File: config.mk
export PLATFORM = sky130hd
export DESIGN_NAME = bsr_status_port
export DESIGN_NICKNAME = d
export VERILOG_FILES = /design/src/bsr_pkg.sv /design/src/bsr_pts_if.sv /design/src/bsr_port_store.sv /design/src/bsr_status_port.sv
export SDC_FILE = /design/constraint.sdc
export NUM_CORES = 1
export LEC_CHECK = 0
export BUFFER_PORTS_ARGS = -buffer_cell sky130_fd_sc_hd__buf_2
export CAP_MARGIN = 20
export CORE_MARGIN = 2
export CORE_UTILIZATION = 45
export DETAILED_ROUTE_END_ITERATION = 7
export PLACE_DENSITY = 0.65
export SYNTH_ARGS = -nofsm -noshare
export SYNTH_HDL_FRONTEND = slang
export SYNTH_HIERARCHICAL = 1
export SYNTH_SLANG_ARGS = --single-unit
File: constraint.sdc
create_clock -name clock -period 3.03 [get_ports clock]
set_input_delay 0 -clock clock [delete_from_list [all_inputs] [get_ports clock]]
set_output_delay 0 -clock clock [all_outputs]
set_load 0.05 [all_outputs]
File: src/bsr_pkg.sv
/*
 * Shared constants for the bridge status and port timing readback block:
 * command and pointer codes, status bit positions, readback table layout,
 * bus engine states.
 * Assumes nothing of its surroundings; compiled before every other file.
 */
package bsr_pkg;

	// Command codes that the block decodes itself
	localparam logic [7:0] CMD_DEV_RESET = 8'hf0;
	localparam logic [7:0] CMD_SET_PTR = 8'he1;
	localparam logic [7:0] CMD_WRITE_CFG = 8'hd2;

	// Read pointer codes
	localparam logic [7:0] PTR_CFG = 8'hc3;
	localparam logic [7:0] PTR_STATUS = 8'hf0;
	localparam logic [7:0] PTR_RDATA = 8'he1;
	localparam logic [7:0] PTR_PORT = 8'hb4;

	// Status bit positions, bit 0 upward
	localparam int ST_BUSY = 0;
	localparam int ST_PRES = 1;
	localparam int ST_SHORT = 2;
	localparam int ST_LEVEL = 3;
	localparam int ST_RST = 4;
	localparam int ST_SBR = 5;
	localparam int ST_TSB = 6;
	localparam int ST_DIR = 7;

	// Status after power-on or device reset: only the reset flag set
	localparam logic [7:0] STATUS_RESET = 8'h10;

	// Port timing readback table: eight 4-bit codes
	localparam int PT_ENTRIES = 8;
	localparam logic [2:0] PT_FIRST = 3'h0;
	localparam logic [2:0] PT_LAST = 3'h7;
	localparam logic [2:0] PT_REC0_IDX = 3'h6;
	localparam logic [2:0] PT_PULLUP_IDX = 3'h7;
	localparam logic [2:0] PT_NUM_REC0 = 3'h3;
	localparam logic [2:0] PT_NUM_PULLUP = 3'h4;
	localparam logic [31:0] PT_DEFAULTS = 32'h6666_6666;

	// Field positions of the adjust-port parameter byte
	localparam int ADJ_NUM_LSB = 5;
	localparam int ADJ_OD_BIT = 4;

	// Bits per byte on the host bus
	localparam logic [3:0] BITS_PER_BYTE = 4'h8;

	// Which engine sample a bit event carries
	typedef enum logic [1:0] {
		BIT_FIRST = 2'h0,
		BIT_SECOND = 2'h1,
		BIT_DIR = 2'h2
	} bsr_bit_type;

	// Host bus byte engine states, one-hot
	typedef enum logic [9:0] {
		S_IDLE = 10'h001,
		S_ADDR = 10'h002,
		S_ADDR_ACK = 10'h004,
		S_CMD = 10'h008,
		S_CMD_ACK = 10'h010,
		S_PARAM = 10'h020,
		S_PARAM_ACK = 10'h040,
		S_RD = 10'h080,
		S_RD_ACK = 10'h100,
		S_IGNORE = 10'h200
	} bsr_state_type;

endpackage

File: src/bsr_pts_if.sv
/*
 * Interface between the main block and the port timing store.
 * Assumes both ends run on the same clock.
 */
`timescale 1ns/1ps
interface bsr_pts_if;
	logic we; // Write one entry
	logic [2:0] waddr; // Entry written
	logic [3:0] wdata; // Code written
	logic restore; // Reload every entry with its default
	logic [2:0] raddr; // Entry read
	logic [3:0] rdata; // Registered read data

	modport store (input we, waddr, wdata, restore, raddr, output rdata);
	modport user (output we, waddr, wdata, restore, raddr, input rdata);
endinterface

File: src/bsr_port_store.sv
/*
 * Port timing store: eight 4-bit parameter codes with registered read.
 * Assumes writes and restores come from the main block on the same clock.
 */
`timescale 1ns/1ps
module bsr_port_store
	import bsr_pkg::*;
#(
	parameter logic [31:0] DEFAULTS = PT_DEFAULTS
) (
	input wire logic clock,
	input wire logic resetn,
	bsr_pts_if.store pts
);

	logic [3:0] mem [PT_ENTRIES]; // Stored codes
	logic [3:0] next_mem [PT_ENTRIES];
	logic [3:0] rdata_q; // Read register
	logic [3:0] next_rdata;

	// One storage cell per entry
	genvar i;
	generate
		for (i = 0; i < PT_ENTRIES; i++) begin : g_entry
			// Restore beats a write so a device reset always lands on defaults
			always_comb begin
				next_mem[i] = mem[i];
				if (pts.restore) begin
					next_mem[i] = DEFAULTS[i*4 +: 4];
				end else if (pts.we && pts.waddr == 3'(i)) begin
					next_mem[i] = pts.wdata;
				end
			end

			always_ff @(posedge clock or negedge resetn) begin
				if (!resetn) begin
					mem[i] <= DEFAULTS[i*4 +: 4];
				end else begin
					mem[i] <= next_mem[i];
				end
			end
		end
	endgenerate

	// Read data always comes out of a register
	always_comb begin
		next_rdata = mem[pts.raddr];
	end

	always_ff @(posedge clock or negedge resetn) begin
		if (!resetn) begin
			rdata_q <= 4'h0;
		end else begin
			rdata_q <= next_rdata;
		end
	end

	assign pts.rdata = rdata_q;

endmodule

File: src/bsr_status_port.sv
/*
 * Status and port timing readback of a host-bus to single-wire bridge,
 * with the host bus slave that moves the read pointer.
 * Assumes the line engine runs on this clock and reports its samples as
 * one-cycle pulses; the bus pins and the line level come from outside.
 */
// How it works
// - Status byte: dir, tsb, sbr, rst, level, short, presence, busy
// - Host reads status, config, data or port byte, as the pointer selects
// - Line commands and device reset point at status
// - Status changes only on commands, engine events and level samples
// - Busy is high for whole line command
// - Line reset updates presence from its sample
// - Line reset sets short on low sample
// - Short flag forces presence flag low
// - Level sampled at read-address ack, pointer on status
// - Reset flag set by resets, cleared by config write
// - Single bit result takes first sampled bit
// - Second triplet bit captured only by triplet
// - Direction captured only by triplet third bit
// - Port readback: code low, upper nibble zero
// - Adjust port points at port readback
// - Port readback walks the fixed parameter order
// - Port readback wraps after the pullup entry
// - Bad code or parameter is not acknowledged
// - Each command moves the pointer itself
// - Device reset sets rst, clears other flags
// - Pointer codes select config, status, data, port
`timescale 1ns/1ps
module bsr_status_port
	import bsr_pkg::*;
#(
	parameter logic [6:0] BUS_ADDR = 7'h10, // Arbitrary slave address
	parameter logic [7:0] CMD_ADJUST_PORT = 8'h01, // Arbitrary code
	parameter logic [7:0] CMD_LINE_RESET = 8'h02, // Arbitrary code
	parameter logic [7:0] CMD_SINGLE_BIT = 8'h03, // Arbitrary code
	parameter logic [7:0] CMD_WRITE_BYTE = 8'h04, // Arbitrary code
	parameter logic [7:0] CMD_READ_BYTE = 8'h05, // Arbitrary code
	parameter logic [7:0] CMD_TRIPLET = 8'h06 // Arbitrary code
) (
	input wire logic clock,
	input wire logic resetn,
	input wire logic scl_in,
	input wire logic sda_in,
	output logic sda_out,
	output logic sda_oe,
	input wire logic line_in,
	input wire logic eng_done,
	input wire logic eng_rst_evt,
	input wire logic eng_presence,
	input wire logic eng_short,
	input wire logic eng_bit_evt,
	input wire bsr_bit_type eng_bit_sel,
	input wire logic eng_bit_val,
	input wire logic [7:0] cfg_value,
	input wire logic [7:0] read_data_value,
	output logic line_cmd_go,
	output logic [7:0] line_cmd_code,
	output logic [7:0] line_cmd_param,
	output logic line_abort,
	output logic cfg_wr,
	output logic [7:0] cfg_byte,
	output logic [7:0] line_status,
	output logic [7:0] read_pointer
);

	bsr_pts_if pts ();

	bsr_port_store u_store (
		.clock(clock),
		.resetn(resetn),
		.pts(pts)
	);

	// Pin synchronisers; stage 0 feeds only stage 1
	logic [1:0] scl_sync;
	logic [1:0] sda_sync;
	logic [1:0] line_sync;
	logic scl_d; // Delayed copy for edge finding
	logic sda_d;
	logic scl_rise;
	logic scl_fall;
	logic start_c; // Data falls while clock high
	logic stop_c; // Data rises while clock high

	always_ff @(posedge clock or negedge resetn) begin
		if (!resetn) begin
			scl_sync <= 2'h3;
			sda_sync <= 2'h3;
			line_sync <= 2'h3;
			scl_d <= 1'b1;
			sda_d <= 1'b1;
		end else begin
			scl_sync <= {scl_sync[0], scl_in};
			sda_sync <= {sda_sync[0], sda_in};
			line_sync <= {line_sync[0], line_in};
			scl_d <= scl_sync[1];
			sda_d <= sda_sync[1];
		end
	end

	assign scl_rise = scl_sync[1] && !scl_d;
	assign scl_fall = !scl_sync[1] && scl_d;
	assign start_c = scl_sync[1] && scl_d && !sda_sync[1] && sda_d;
	assign stop_c = scl_sync[1] && scl_d && sda_sync[1] && !sda_d;

	// Bus engine state
	bsr_state_type state, next_state;
	logic [3:0] bitcnt, next_bitcnt; // Bits of current byte
	logic [7:0] shreg, next_shreg; // Received byte; bit 0 keeps host ack
	logic [7:0] tx, next_tx; // Byte being sent
	logic [7:0] cmd_q, next_cmd; // Accepted command code
	logic rw, next_rw; // Read transfer
	logic oe_q, next_oe; // Pulls data low
	logic exec, next_exec; // Command takes effect
	logic ll_sample, next_ll_sample; // Read-address ack clock rose
	logic port_adv, next_port_adv; // Port byte loaded for sending
	logic [7:0] rd_byte; // Selected register

	// Status group state
	logic [7:0] next_status;
	logic [7:0] next_ptr;
	logic [2:0] port_idx, next_idx; // Next port entry to send
	logic next_go, next_abort, next_cfg_wr;
	logic [7:0] next_code, next_param, next_cfg_byte;
	logic pts_we, next_pts_we, pts_restore, next_pts_restore;
	logic [2:0] pts_waddr, next_pts_waddr;
	logic [3:0] pts_wdata, next_pts_wdata;

	function automatic logic is_line_cmd(input logic [7:0] c);
		return c == CMD_LINE_RESET || c == CMD_SINGLE_BIT || c == CMD_WRITE_BYTE
			|| c == CMD_READ_BYTE || c == CMD_TRIPLET;
	endfunction

	function automatic logic has_param(input logic [7:0] c);
		return c == CMD_SET_PTR || c == CMD_WRITE_CFG || c == CMD_ADJUST_PORT
			|| c == CMD_SINGLE_BIT || c == CMD_WRITE_BYTE || c == CMD_TRIPLET;
	endfunction

	// Config, adjust-port and line commands wait for the line; device reset and set-pointer run any time
	function automatic logic cmd_ok(input logic [7:0] c, input logic busy);
		if (c == CMD_DEV_RESET || c == CMD_SET_PTR) begin
			return 1'b1;
		end else if (c == CMD_WRITE_CFG || c == CMD_ADJUST_PORT || is_line_cmd(c)) begin
			return !busy;
		end
		return 1'b0;
	endfunction

	function automatic logic param_ok(input logic [7:0] c, input logic [7:0] p);
		if (c == CMD_SET_PTR) begin
			return p == PTR_CFG || p == PTR_STATUS || p == PTR_RDATA || p == PTR_PORT;
		end else if (c == CMD_WRITE_CFG) begin
			return p[7:4] == ~p[3:0];
		end else if (c == CMD_ADJUST_PORT) begin
			return p[7:ADJ_NUM_LSB] <= PT_NUM_PULLUP;
		end
		return 1'b1;
	endfunction

	// Adjust-port parameter number and speed to table entry
	function automatic logic [2:0] adj_entry(input logic [7:0] p);
		if (p[7:ADJ_NUM_LSB] == PT_NUM_REC0) begin
			return PT_REC0_IDX;
		end else if (p[7:ADJ_NUM_LSB] == PT_NUM_PULLUP) begin
			return PT_PULLUP_IDX;
		end
		return {p[ADJ_NUM_LSB+1:ADJ_NUM_LSB], p[ADJ_OD_BIT]};
	endfunction

	// Read mux; a read touches no flag but the level sampled at its address ack
	always_comb begin
		if (read_pointer == PTR_STATUS) begin
			rd_byte = line_status;
		end else if (read_pointer == PTR_PORT) begin
			rd_byte = {4'h0, pts.rdata};
		end else if (read_pointer == PTR_CFG) begin
			rd_byte = {4'h0, cfg_value[3:0]};
		end else begin
			rd_byte = read_data_value;
		end
	end

	// Bus engine: bits in on rising clock, out and ack on falling clock
	always_comb begin
		next_state = state;
		next_bitcnt = bitcnt;
		next_shreg = shreg;
		next_tx = tx;
		next_cmd = cmd_q;
		next_rw = rw;
		next_oe = oe_q;
		next_exec = 1'b0;
		next_ll_sample = 1'b0;
		next_port_adv = 1'b0;
		if (start_c) begin
			next_state = S_ADDR;
			next_bitcnt = 4'h0;
			next_oe = 1'b0;
		end else if (stop_c) begin
			next_state = S_IDLE;
			next_oe = 1'b0;
		end else begin
			case (state)
				S_ADDR, S_CMD, S_PARAM: begin
					if (scl_rise && bitcnt != BITS_PER_BYTE) begin
						next_shreg = {shreg[6:0], sda_sync[1]};
						next_bitcnt = 4'(bitcnt + 4'h1);
					end else if (scl_fall && bitcnt == BITS_PER_BYTE) begin
						next_bitcnt = 4'h0;
						// Bad address, code or parameter gets no ack
						next_state = S_IGNORE;
						if (state == S_ADDR && shreg[7:1] == BUS_ADDR) begin
							next_state = S_ADDR_ACK;
							next_rw = shreg[0];
							next_oe = 1'b1;
						end else if (state == S_CMD && cmd_ok(shreg, line_status[ST_BUSY])) begin
							next_state = S_CMD_ACK;
							next_cmd = shreg;
							next_oe = 1'b1;
						end else if (state == S_PARAM && param_ok(cmd_q, shreg)) begin
							next_state = S_PARAM_ACK;
							next_oe = 1'b1;
						end
					end
				end
				S_ADDR_ACK: begin
					if (scl_rise) begin
						next_ll_sample = rw;
					end else if (scl_fall && rw) begin
						next_state = S_RD;
						next_tx = rd_byte;
						next_oe = !rd_byte[7];
						next_bitcnt = 4'h1;
						next_port_adv = read_pointer == PTR_PORT;
					end else if (scl_fall) begin
						next_state = S_CMD;
						next_oe = 1'b0;
					end
				end
				S_CMD_ACK, S_PARAM_ACK: begin
					if (scl_rise) begin
						// Takes effect on the rising clock of the ack bit
						next_exec = state == S_PARAM_ACK || !has_param(cmd_q);
					end else if (scl_fall) begin
						next_oe = 1'b0;
						next_state = (state == S_CMD_ACK && has_param(cmd_q)) ? S_PARAM : S_IGNORE;
					end
				end
				S_RD: begin
					if (scl_fall && bitcnt == BITS_PER_BYTE) begin
						next_oe = 1'b0;
						next_state = S_RD_ACK;
					end else if (scl_fall) begin
						next_tx = {tx[6:0], 1'b0};
						next_oe = !tx[6];
						next_bitcnt = 4'(bitcnt + 4'h1);
					end
				end
				S_RD_ACK: begin
					if (scl_rise) begin
						next_shreg = {7'h00, sda_sync[1]};
					end else if (scl_fall && shreg[0]) begin
						next_state = S_IGNORE;
					end else if (scl_fall) begin
						// Host acked: stream the next byte
						next_state = S_RD;
						next_tx = rd_byte;
						next_oe = !rd_byte[7];
						next_bitcnt = 4'h1;
						next_port_adv = read_pointer == PTR_PORT;
					end
				end
				default: begin
					// Idle and ignore wait for a start
				end
			endcase
		end
	end

	always_ff @(posedge clock or negedge resetn) begin
		if (!resetn) begin
			state <= S_IDLE;
			bitcnt <= 4'h0;
			shreg <= 8'h00;
			tx <= 8'h00;
			cmd_q <= 8'h00;
			rw <= 1'b0;
			oe_q <= 1'b0;
			exec <= 1'b0;
			ll_sample <= 1'b0;
			port_adv <= 1'b0;
		end else begin
			state <= next_state;
			bitcnt <= next_bitcnt;
			shreg <= next_shreg;
			tx <= next_tx;
			cmd_q <= next_cmd;
			rw <= next_rw;
			oe_q <= next_oe;
			exec <= next_exec;
			ll_sample <= next_ll_sample;
			port_adv <= next_port_adv;
		end
	end

	// Status, pointer and command outputs; flags move only on events
	always_comb begin
		next_status = line_status;
		next_ptr = read_pointer;
		next_idx = port_idx;
		next_go = 1'b0;
		next_abort = 1'b0;
		next_cfg_wr = 1'b0;
		next_code = line_cmd_code;
		next_param = line_cmd_param;
		next_cfg_byte = cfg_byte;
		next_pts_we = 1'b0;
		next_pts_restore = 1'b0;
		next_pts_waddr = pts_waddr;
		next_pts_wdata = pts_wdata;
		if (eng_done) begin
			next_status[ST_BUSY] = 1'b0;
		end
		if (eng_rst_evt) begin
			next_status[ST_SHORT] = eng_short;
			next_status[ST_PRES] = eng_presence && !eng_short;
		end
		if (eng_bit_evt) begin
			case (eng_bit_sel)
				BIT_FIRST: next_status[ST_SBR] = eng_bit_val;
				BIT_SECOND: next_status[ST_TSB] = eng_bit_val;
				BIT_DIR: next_status[ST_DIR] = eng_bit_val;
				default: begin
					// Unused select moves no flag; other events of this cycle still land
				end
			endcase
		end
		if (ll_sample && read_pointer == PTR_STATUS) begin
			next_status[ST_LEVEL] = line_sync[1];
		end
		if (port_adv) begin
			next_idx = (port_idx == PT_LAST) ? PT_FIRST : 3'(port_idx + 3'h1);
		end
		// Command effects come last so they win over engine events
		if (exec) begin
			if (cmd_q == CMD_DEV_RESET) begin
				next_status = STATUS_RESET;
				next_ptr = PTR_STATUS;
				next_abort = 1'b1;
				next_pts_restore = 1'b1;
				next_idx = PT_FIRST;
			end else if (cmd_q == CMD_SET_PTR) begin
				next_ptr = shreg;
			end else if (cmd_q == CMD_WRITE_CFG) begin
				next_status[ST_RST] = 1'b0;
				next_ptr = PTR_CFG;
				next_cfg_wr = 1'b1;
				next_cfg_byte = shreg;
			end else if (cmd_q == CMD_ADJUST_PORT) begin
				next_ptr = PTR_PORT;
				next_idx = PT_FIRST;
				next_pts_we = 1'b1;
				next_pts_waddr = adj_entry(shreg);
				next_pts_wdata = shreg[3:0];
			end else begin
				next_status[ST_BUSY] = 1'b1;
				next_ptr = PTR_STATUS;
				next_go = 1'b1;
				next_code = cmd_q;
				next_param = shreg;
			end
		end
	end

	always_ff @(posedge clock or negedge resetn) begin
		if (!resetn) begin
			line_status <= STATUS_RESET;
			read_pointer <= PTR_STATUS;
			port_idx <= PT_FIRST;
			line_cmd_go <= 1'b0;
			line_abort <= 1'b0;
			cfg_wr <= 1'b0;
			line_cmd_code <= 8'h00;
			line_cmd_param <= 8'h00;
			cfg_byte <= 8'h00;
			pts_we <= 1'b0;
			pts_restore <= 1'b0;
			pts_waddr <= 3'h0;
			pts_wdata <= 4'h0;
			sda_oe <= 1'b0;
			sda_out <= 1'b0;
		end else begin
			line_status <= next_status;
			read_pointer <= next_ptr;
			port_idx <= next_idx;
			line_cmd_go <= next_go;
			line_abort <= next_abort;
			cfg_wr <= next_cfg_wr;
			line_cmd_code <= next_code;
			line_cmd_param <= next_param;
			cfg_byte <= next_cfg_byte;
			pts_we <= next_pts_we;
			pts_restore <= next_pts_restore;
			pts_waddr <= next_pts_waddr;
			pts_wdata <= next_pts_wdata;
			sda_oe <= next_oe;
			sda_out <= 1'b0; // Open drain: only ever pulls low
		end
	end

	assign pts.we = pts_we;
	assign pts.waddr = pts_waddr;
	assign pts.wdata = pts_wdata;
	assign pts.restore = pts_restore;
	assign pts.raddr = port_idx;
endmodule

==> impl_metrics.prom <==
# TYPE chip_impl_metric gauge
chip_impl_info{name="outcome",value="finished, final reports clean"} 1
chip_impl_metric{name="swShare",unit="%"} 23.2
chip_impl_metric{name="routed_wire_length_per_instance",unit="µm"} 18.1
chip_impl_info{name="hold_class",value="in -> reg"} 1
chip_impl_metric{name="ys_types",unit=""} 75
chip_impl_metric{name="share_clk_of_total_power",unit="%"} 48.6
chip_impl_metric{name="synth_edf_count",unit=""} 0
chip_impl_metric{name="postRouteAntennaNets",unit=""} 0
chip_impl_metric{name="detailedRoute.firstPassIterationCount",unit=""} 5
chip_impl_metric{name="final_util",unit="%"} 54.4
chip_impl_metric{name="met1_length",unit="mm"} 8.20
chip_impl_metric{name="level_count_of_the_clock_h_tree",unit=""} 4
chip_impl_metric{name="area_growth",unit="%"} 19.6
chip_impl_metric{name="post_route_cells_drive_above_1_share",unit="%"} 26.8
chip_impl_metric{name="final.period_utilization",unit="%"} 88.9
chip_impl_metric{name="cts_max_path_buffers",unit=""} 2
chip_impl_metric{name="whs_path_depth",unit=""} 5
chip_impl_metric{name="std_cell_rows",unit=""} 46
chip_impl_metric{name="async_flop_share",unit="%"} 100
chip_impl_metric{name="finish.net_count",unit=""} 778
chip_impl_info{name="most_common_flop_cell_mapped_by_yosys",value="dfrtp_1"} 1
chip_impl_metric{name="max_freq",unit="GHz"} 0.371
chip_impl_info{name="timing.setup.critical_path_class",value="reg -> reg"} 1
chip_impl_metric{name="place.gp.congestion",unit=""} 0.842
chip_impl_metric{name="clock_sinks",unit=""} 140
chip_impl_metric{name="ys_ff_latch",unit=""} 140
chip_impl_metric{name="combPwrFrac",unit="%"} 7.6
chip_impl_metric{name="timing_hold_violations_final",unit=""} 0
chip_impl_metric{name="instances_no_fill",unit=""} 973
chip_impl_metric{name="synth_area",unit="µm²"} 7150
chip_impl_metric{name="dieArea",unit="µm²"} 16900
chip_impl_metric{name="floorplan.die.width",unit="µm"} 130
chip_impl_metric{name="routed-wl-met2",unit="mm"} 8.19
chip_impl_metric{name="postSynthNetCount",unit=""} 694
chip_impl_metric{name="grt_pass1_wl",unit="mm"} 28.5
chip_impl_metric{name="worst-endpoint-required",unit="ns"} 3.39
chip_impl_metric{name="drv_slew",unit=""} 0
chip_impl_info{name="synth_most_common_cell",value="dfrtp_1"} 1
chip_impl_info{name="ys_top_cells_by_count",value="dfrtp_1 (110), nor2_1 (67), nand2_1 (61)"} 1
chip_impl_metric{name="p_sw",unit="W"} 0.00105
chip_impl_metric{name="crit_path_max_fo",unit=""} 14
chip_impl_metric{name="first_global_vias",unit=""} 5524
chip_impl_metric{name="synth_cells",unit=""} 661
chip_impl_metric{name="final-setup-viol-count",unit=""} 0
chip_impl_info{name="crit_chain",value="nor4_4, nand4_1, o21ai_0, or4b_1, a311o_1, nand2_1"} 1
chip_impl_metric{name="p_leak",unit="nW"} 4.20
chip_impl_metric{name="clk-insertion-delay-late",unit="ns"} 0.42
chip_impl_metric{name="design_area",unit="µm²"} 8550
chip_impl_info{name="netlist_top_cells_area",value="dfrtp_1 (39%), dfstp_2 (11%), mux2_2 (5.5%)"} 1
chip_impl_metric{name="timing.critical_path.buf_inv",unit=""} 0
chip_impl_metric{name="filler_cell_count",unit=""} 1336
chip_impl_metric{name="maxCapViolCount",unit=""} 0
chip_impl_metric{name="max_stage_delay",unit="ns"} 0.69
chip_impl_info{name="top_signal_layer_used",value="met4"} 1
chip_impl_metric{name="worstMarginPinSlew",unit="ns"} 0.790
chip_impl_info{name="start_kind",value="flop"} 1
chip_impl_metric{name="met3RoutedLength",unit="µm"} 758
chip_impl_info{name="setup_repair_after_global_routing_missed_its_margin",value="false"} 1
chip_impl_metric{name="cts.reportedPaths.clkPinSlew",unit="ns"} 0.06
chip_impl_metric{name="die-height",unit="µm"} 130
chip_impl_metric{name="critPathArrivalTime",unit="ns"} 3.05
chip_impl_metric{name="drt-initial-drc-count",unit=""} 411
chip_impl_info{name="synth_top_area_cell",value="dfrtp_1"} 1
chip_impl_metric{name="coreArea",unit="µm²"} 15700
chip_impl_metric{name="count_of_inserted_antenna_diode_cells",unit=""} 0
chip_impl_metric{name="placed_cells_incl_taps",unit=""} 924
chip_impl_metric{name="start_util",unit="%"} 45.5
chip_impl_metric{name="total_cts_buffers",unit=""} 17
chip_impl_metric{name="dp_area",unit="µm²"} 7750
chip_impl_info{name="critical_path.top_delay_family",value="simple AND/OR/NAND/NOR gates"} 1
chip_impl_metric{name="ios",unit=""} 74
chip_impl_metric{name="synthesis.area_per_instance",unit="µm²"} 10.8
chip_impl_info{name="timing.critical_path.to_type",value="flop"} 1
chip_impl_metric{name="slew_headroom",unit="%"} 47.3
chip_impl_metric{name="fin_skew",unit="ns"} 0.00907
chip_impl_metric{name="grt_antenna_before_repair",unit=""} 0
chip_impl_metric{name="vdd_ir_drop_max",unit="mV"} 0.412
chip_impl_metric{name="via_count",unit=""} 5506
chip_impl_metric{name="drt_drc_violations_left",unit=""} 0
chip_impl_metric{name="io_buffers",unit=""} 68
chip_impl_metric{name="grt-ovfl-total",unit=""} 0
chip_impl_metric{name="critical_path_cell_count",unit=""} 6
chip_impl_metric{name="pin_count_of_the_biggest_net_entering_global_routing",unit=""} 81
chip_impl_metric{name="groute.usage.overall",unit="%"} 21.9
chip_impl_metric{name="ys_seq_area_share",unit="%"} 49.5
chip_impl_metric{name="power.sequential.fraction",unit="%"} 43.8
chip_impl_metric{name="yosys.area.top_type_share",unit="%"} 38.5
chip_impl_metric{name="route.detailed.vias_per_inst",unit=""} 5.66
chip_impl_info{name="tritoncts",value="done"} 1
chip_impl_metric{name="cell_pwr_density",unit="nW/µm²"} 527
chip_impl_metric{name="post_layout_min_period",unit="ns"} 2.69
chip_impl_metric{name="warnings_from_yosys",unit=""} 6
chip_impl_metric{name="setup-tns-final",unit="ns"} 0
chip_impl_metric{name="internal_power",unit="W"} 0.00346
chip_impl_metric{name="worst_r2r_path_depth",unit=""} 6
chip_impl_metric{name="dpl.hpwl",unit="mm"} 12.3
chip_impl_info{name="root_cell_of_the_clock_tree",value="clkbuf_16"} 1
chip_impl_metric{name="postRouteWirelength",unit="mm"} 17.6
chip_impl_info{name="crit_slowest_cell",value="or4b_1"} 1
chip_impl_metric{name="post_cts_resize_count",unit=""} 0
-- layout by cell type, fill, tap and decap left out, types with 4 or more instances in the layout --
master and instances:
o211ai_1 5, a211o_1 20, o21ai_0 28, mux4_1 8, nand3b_1 7, o2bb2ai_1 5
dfrtp_1 110, nand2_1 61, nand2b_1 9, dlygate4sd3_1 18, nand4_1 10, nand3_1 18
ha_1 4, nand4b_1 6, nor3b_1 6, xor2_1 8, and3_1 5, nor4_1 5
xnor2_1 4, nor2b_1 16, nor4bb_1 6, dfstp_2 30, mux2i_1 29, buf_2 67
mux2_2 35, inv_1 17, a22o_1 8, buf_4 22, bufinv_16 4, nor2_1 67
a21oi_1 19, clkbuf_16 17, a211oi_1 4
-- per-layer routing --
| metal | vias to the layer above | global-route usage (%) |
|---|---|---|
| met3 | 35 | 4.96 |
| met4 | 0 | 9.74 |
| met1 | 2766 | 29.6 |
| li1 | 2557 | - |
| met5 | - | 0 |
| met2 | 148 | 34.0 |
-- worst reg2reg max path, stage by stage, from the launching register on --
cell and delay, ns:
dfrtp_1 0.47, nor4_4 0.48, nand4_1 0.39, o21ai_0 0.17
or4b_1 0.69, a311o_1 0.37, nand2_1 0.07
-- registers in the layout (all words and copies together), names as in the netlist, 4 cells and up --
register           flops
shreg                  8
u_store/pts.rdata      4
line_status            8
u_store/mem           32
cmd_q                  8
state                 10
line_cmd_param         8
cfg_byte               8
tx                     7
pts.wdata              4
line_cmd_code          8
read_pointer           8
bitcnt                 4
-- cells by family (layout without fill, tap and decap cells) --
logic type	Yosys count	in the layout	share of synthesized area, %
DFF	140	140	49.5
and+or+nand+nor	252	252	19.8
buffers and inverters	61	157	3.75
muxes	72	72	12.5
AOI/OAI and AO/OA	119	119	12.1
other	1	1	0.0525
adders and majority gates	4	4	0.700
xor gates and xnor gates	12	12	1.47
-- per-stage QoR --
step	setup slack (ns)	total power (W)	hold slack, ns
floorplan	0.677	0.00218	-0.296
CTS	0.322	0.00456	0.0285
detailed placement	0.335	0.00233	0.0937
finish	0.337	0.00451	0.0228
global placement	0.399	0.00232	0.0836
global route	0.135	0.00468	0.0797
-- path summary, 6_finish.rpt --
check	startpoint	to	slack, ns
max	state[1]	tx[2]	0.34
min	read_data_value[6]	tx[6]	0.02
max reg2reg	state[1]	tx[2]	0.34
min reg2reg	line_sync[0]	line_sync[1]	0.35
max in group asynchronous	resetn	u_store/mem[17]	1.94
min in group asynchronous	resetn	line_status[7]	0.16
-- layout make-up --
class / instances / area [µm²] / share of cell area (%)
clock inverter: 11 / 168 / 1.96
tap: 216 / 270 / 3.16
multi-input combinational: 460 / 3340 / 39.1
clock buffer: 20 / 457 / 5.34
inverter: 17 / 63.8 / 0.746
timing repair buffer: 109 / 712 / 8.33
sequential: 140 / 3540 / 41.4
-- power groups by stage --
stage / Combinational, W / Clock [W] / Sequential, W
3_5_place_dp: 0.000324 / 0 / 0.00200
3_3_place_gp: 0.000317 / 0 / 0.00200
4_1_cts: 0.000347 / 0.00224 / 0.00197
6_report: 0.000345 / 0.00219 / 0.00197
2_1_floorplan: 0.000146 / 0 / 0.00203
5_1_grt: 0.000378 / 0.00233 / 0.00198
-- what timing repair did --
action | CTS | global route
setup buffers | 0 | 0
endpoints found under the hold margin | 76 | 0
hold buffers | 18 | 0
(Power assumes the default switching activity.)
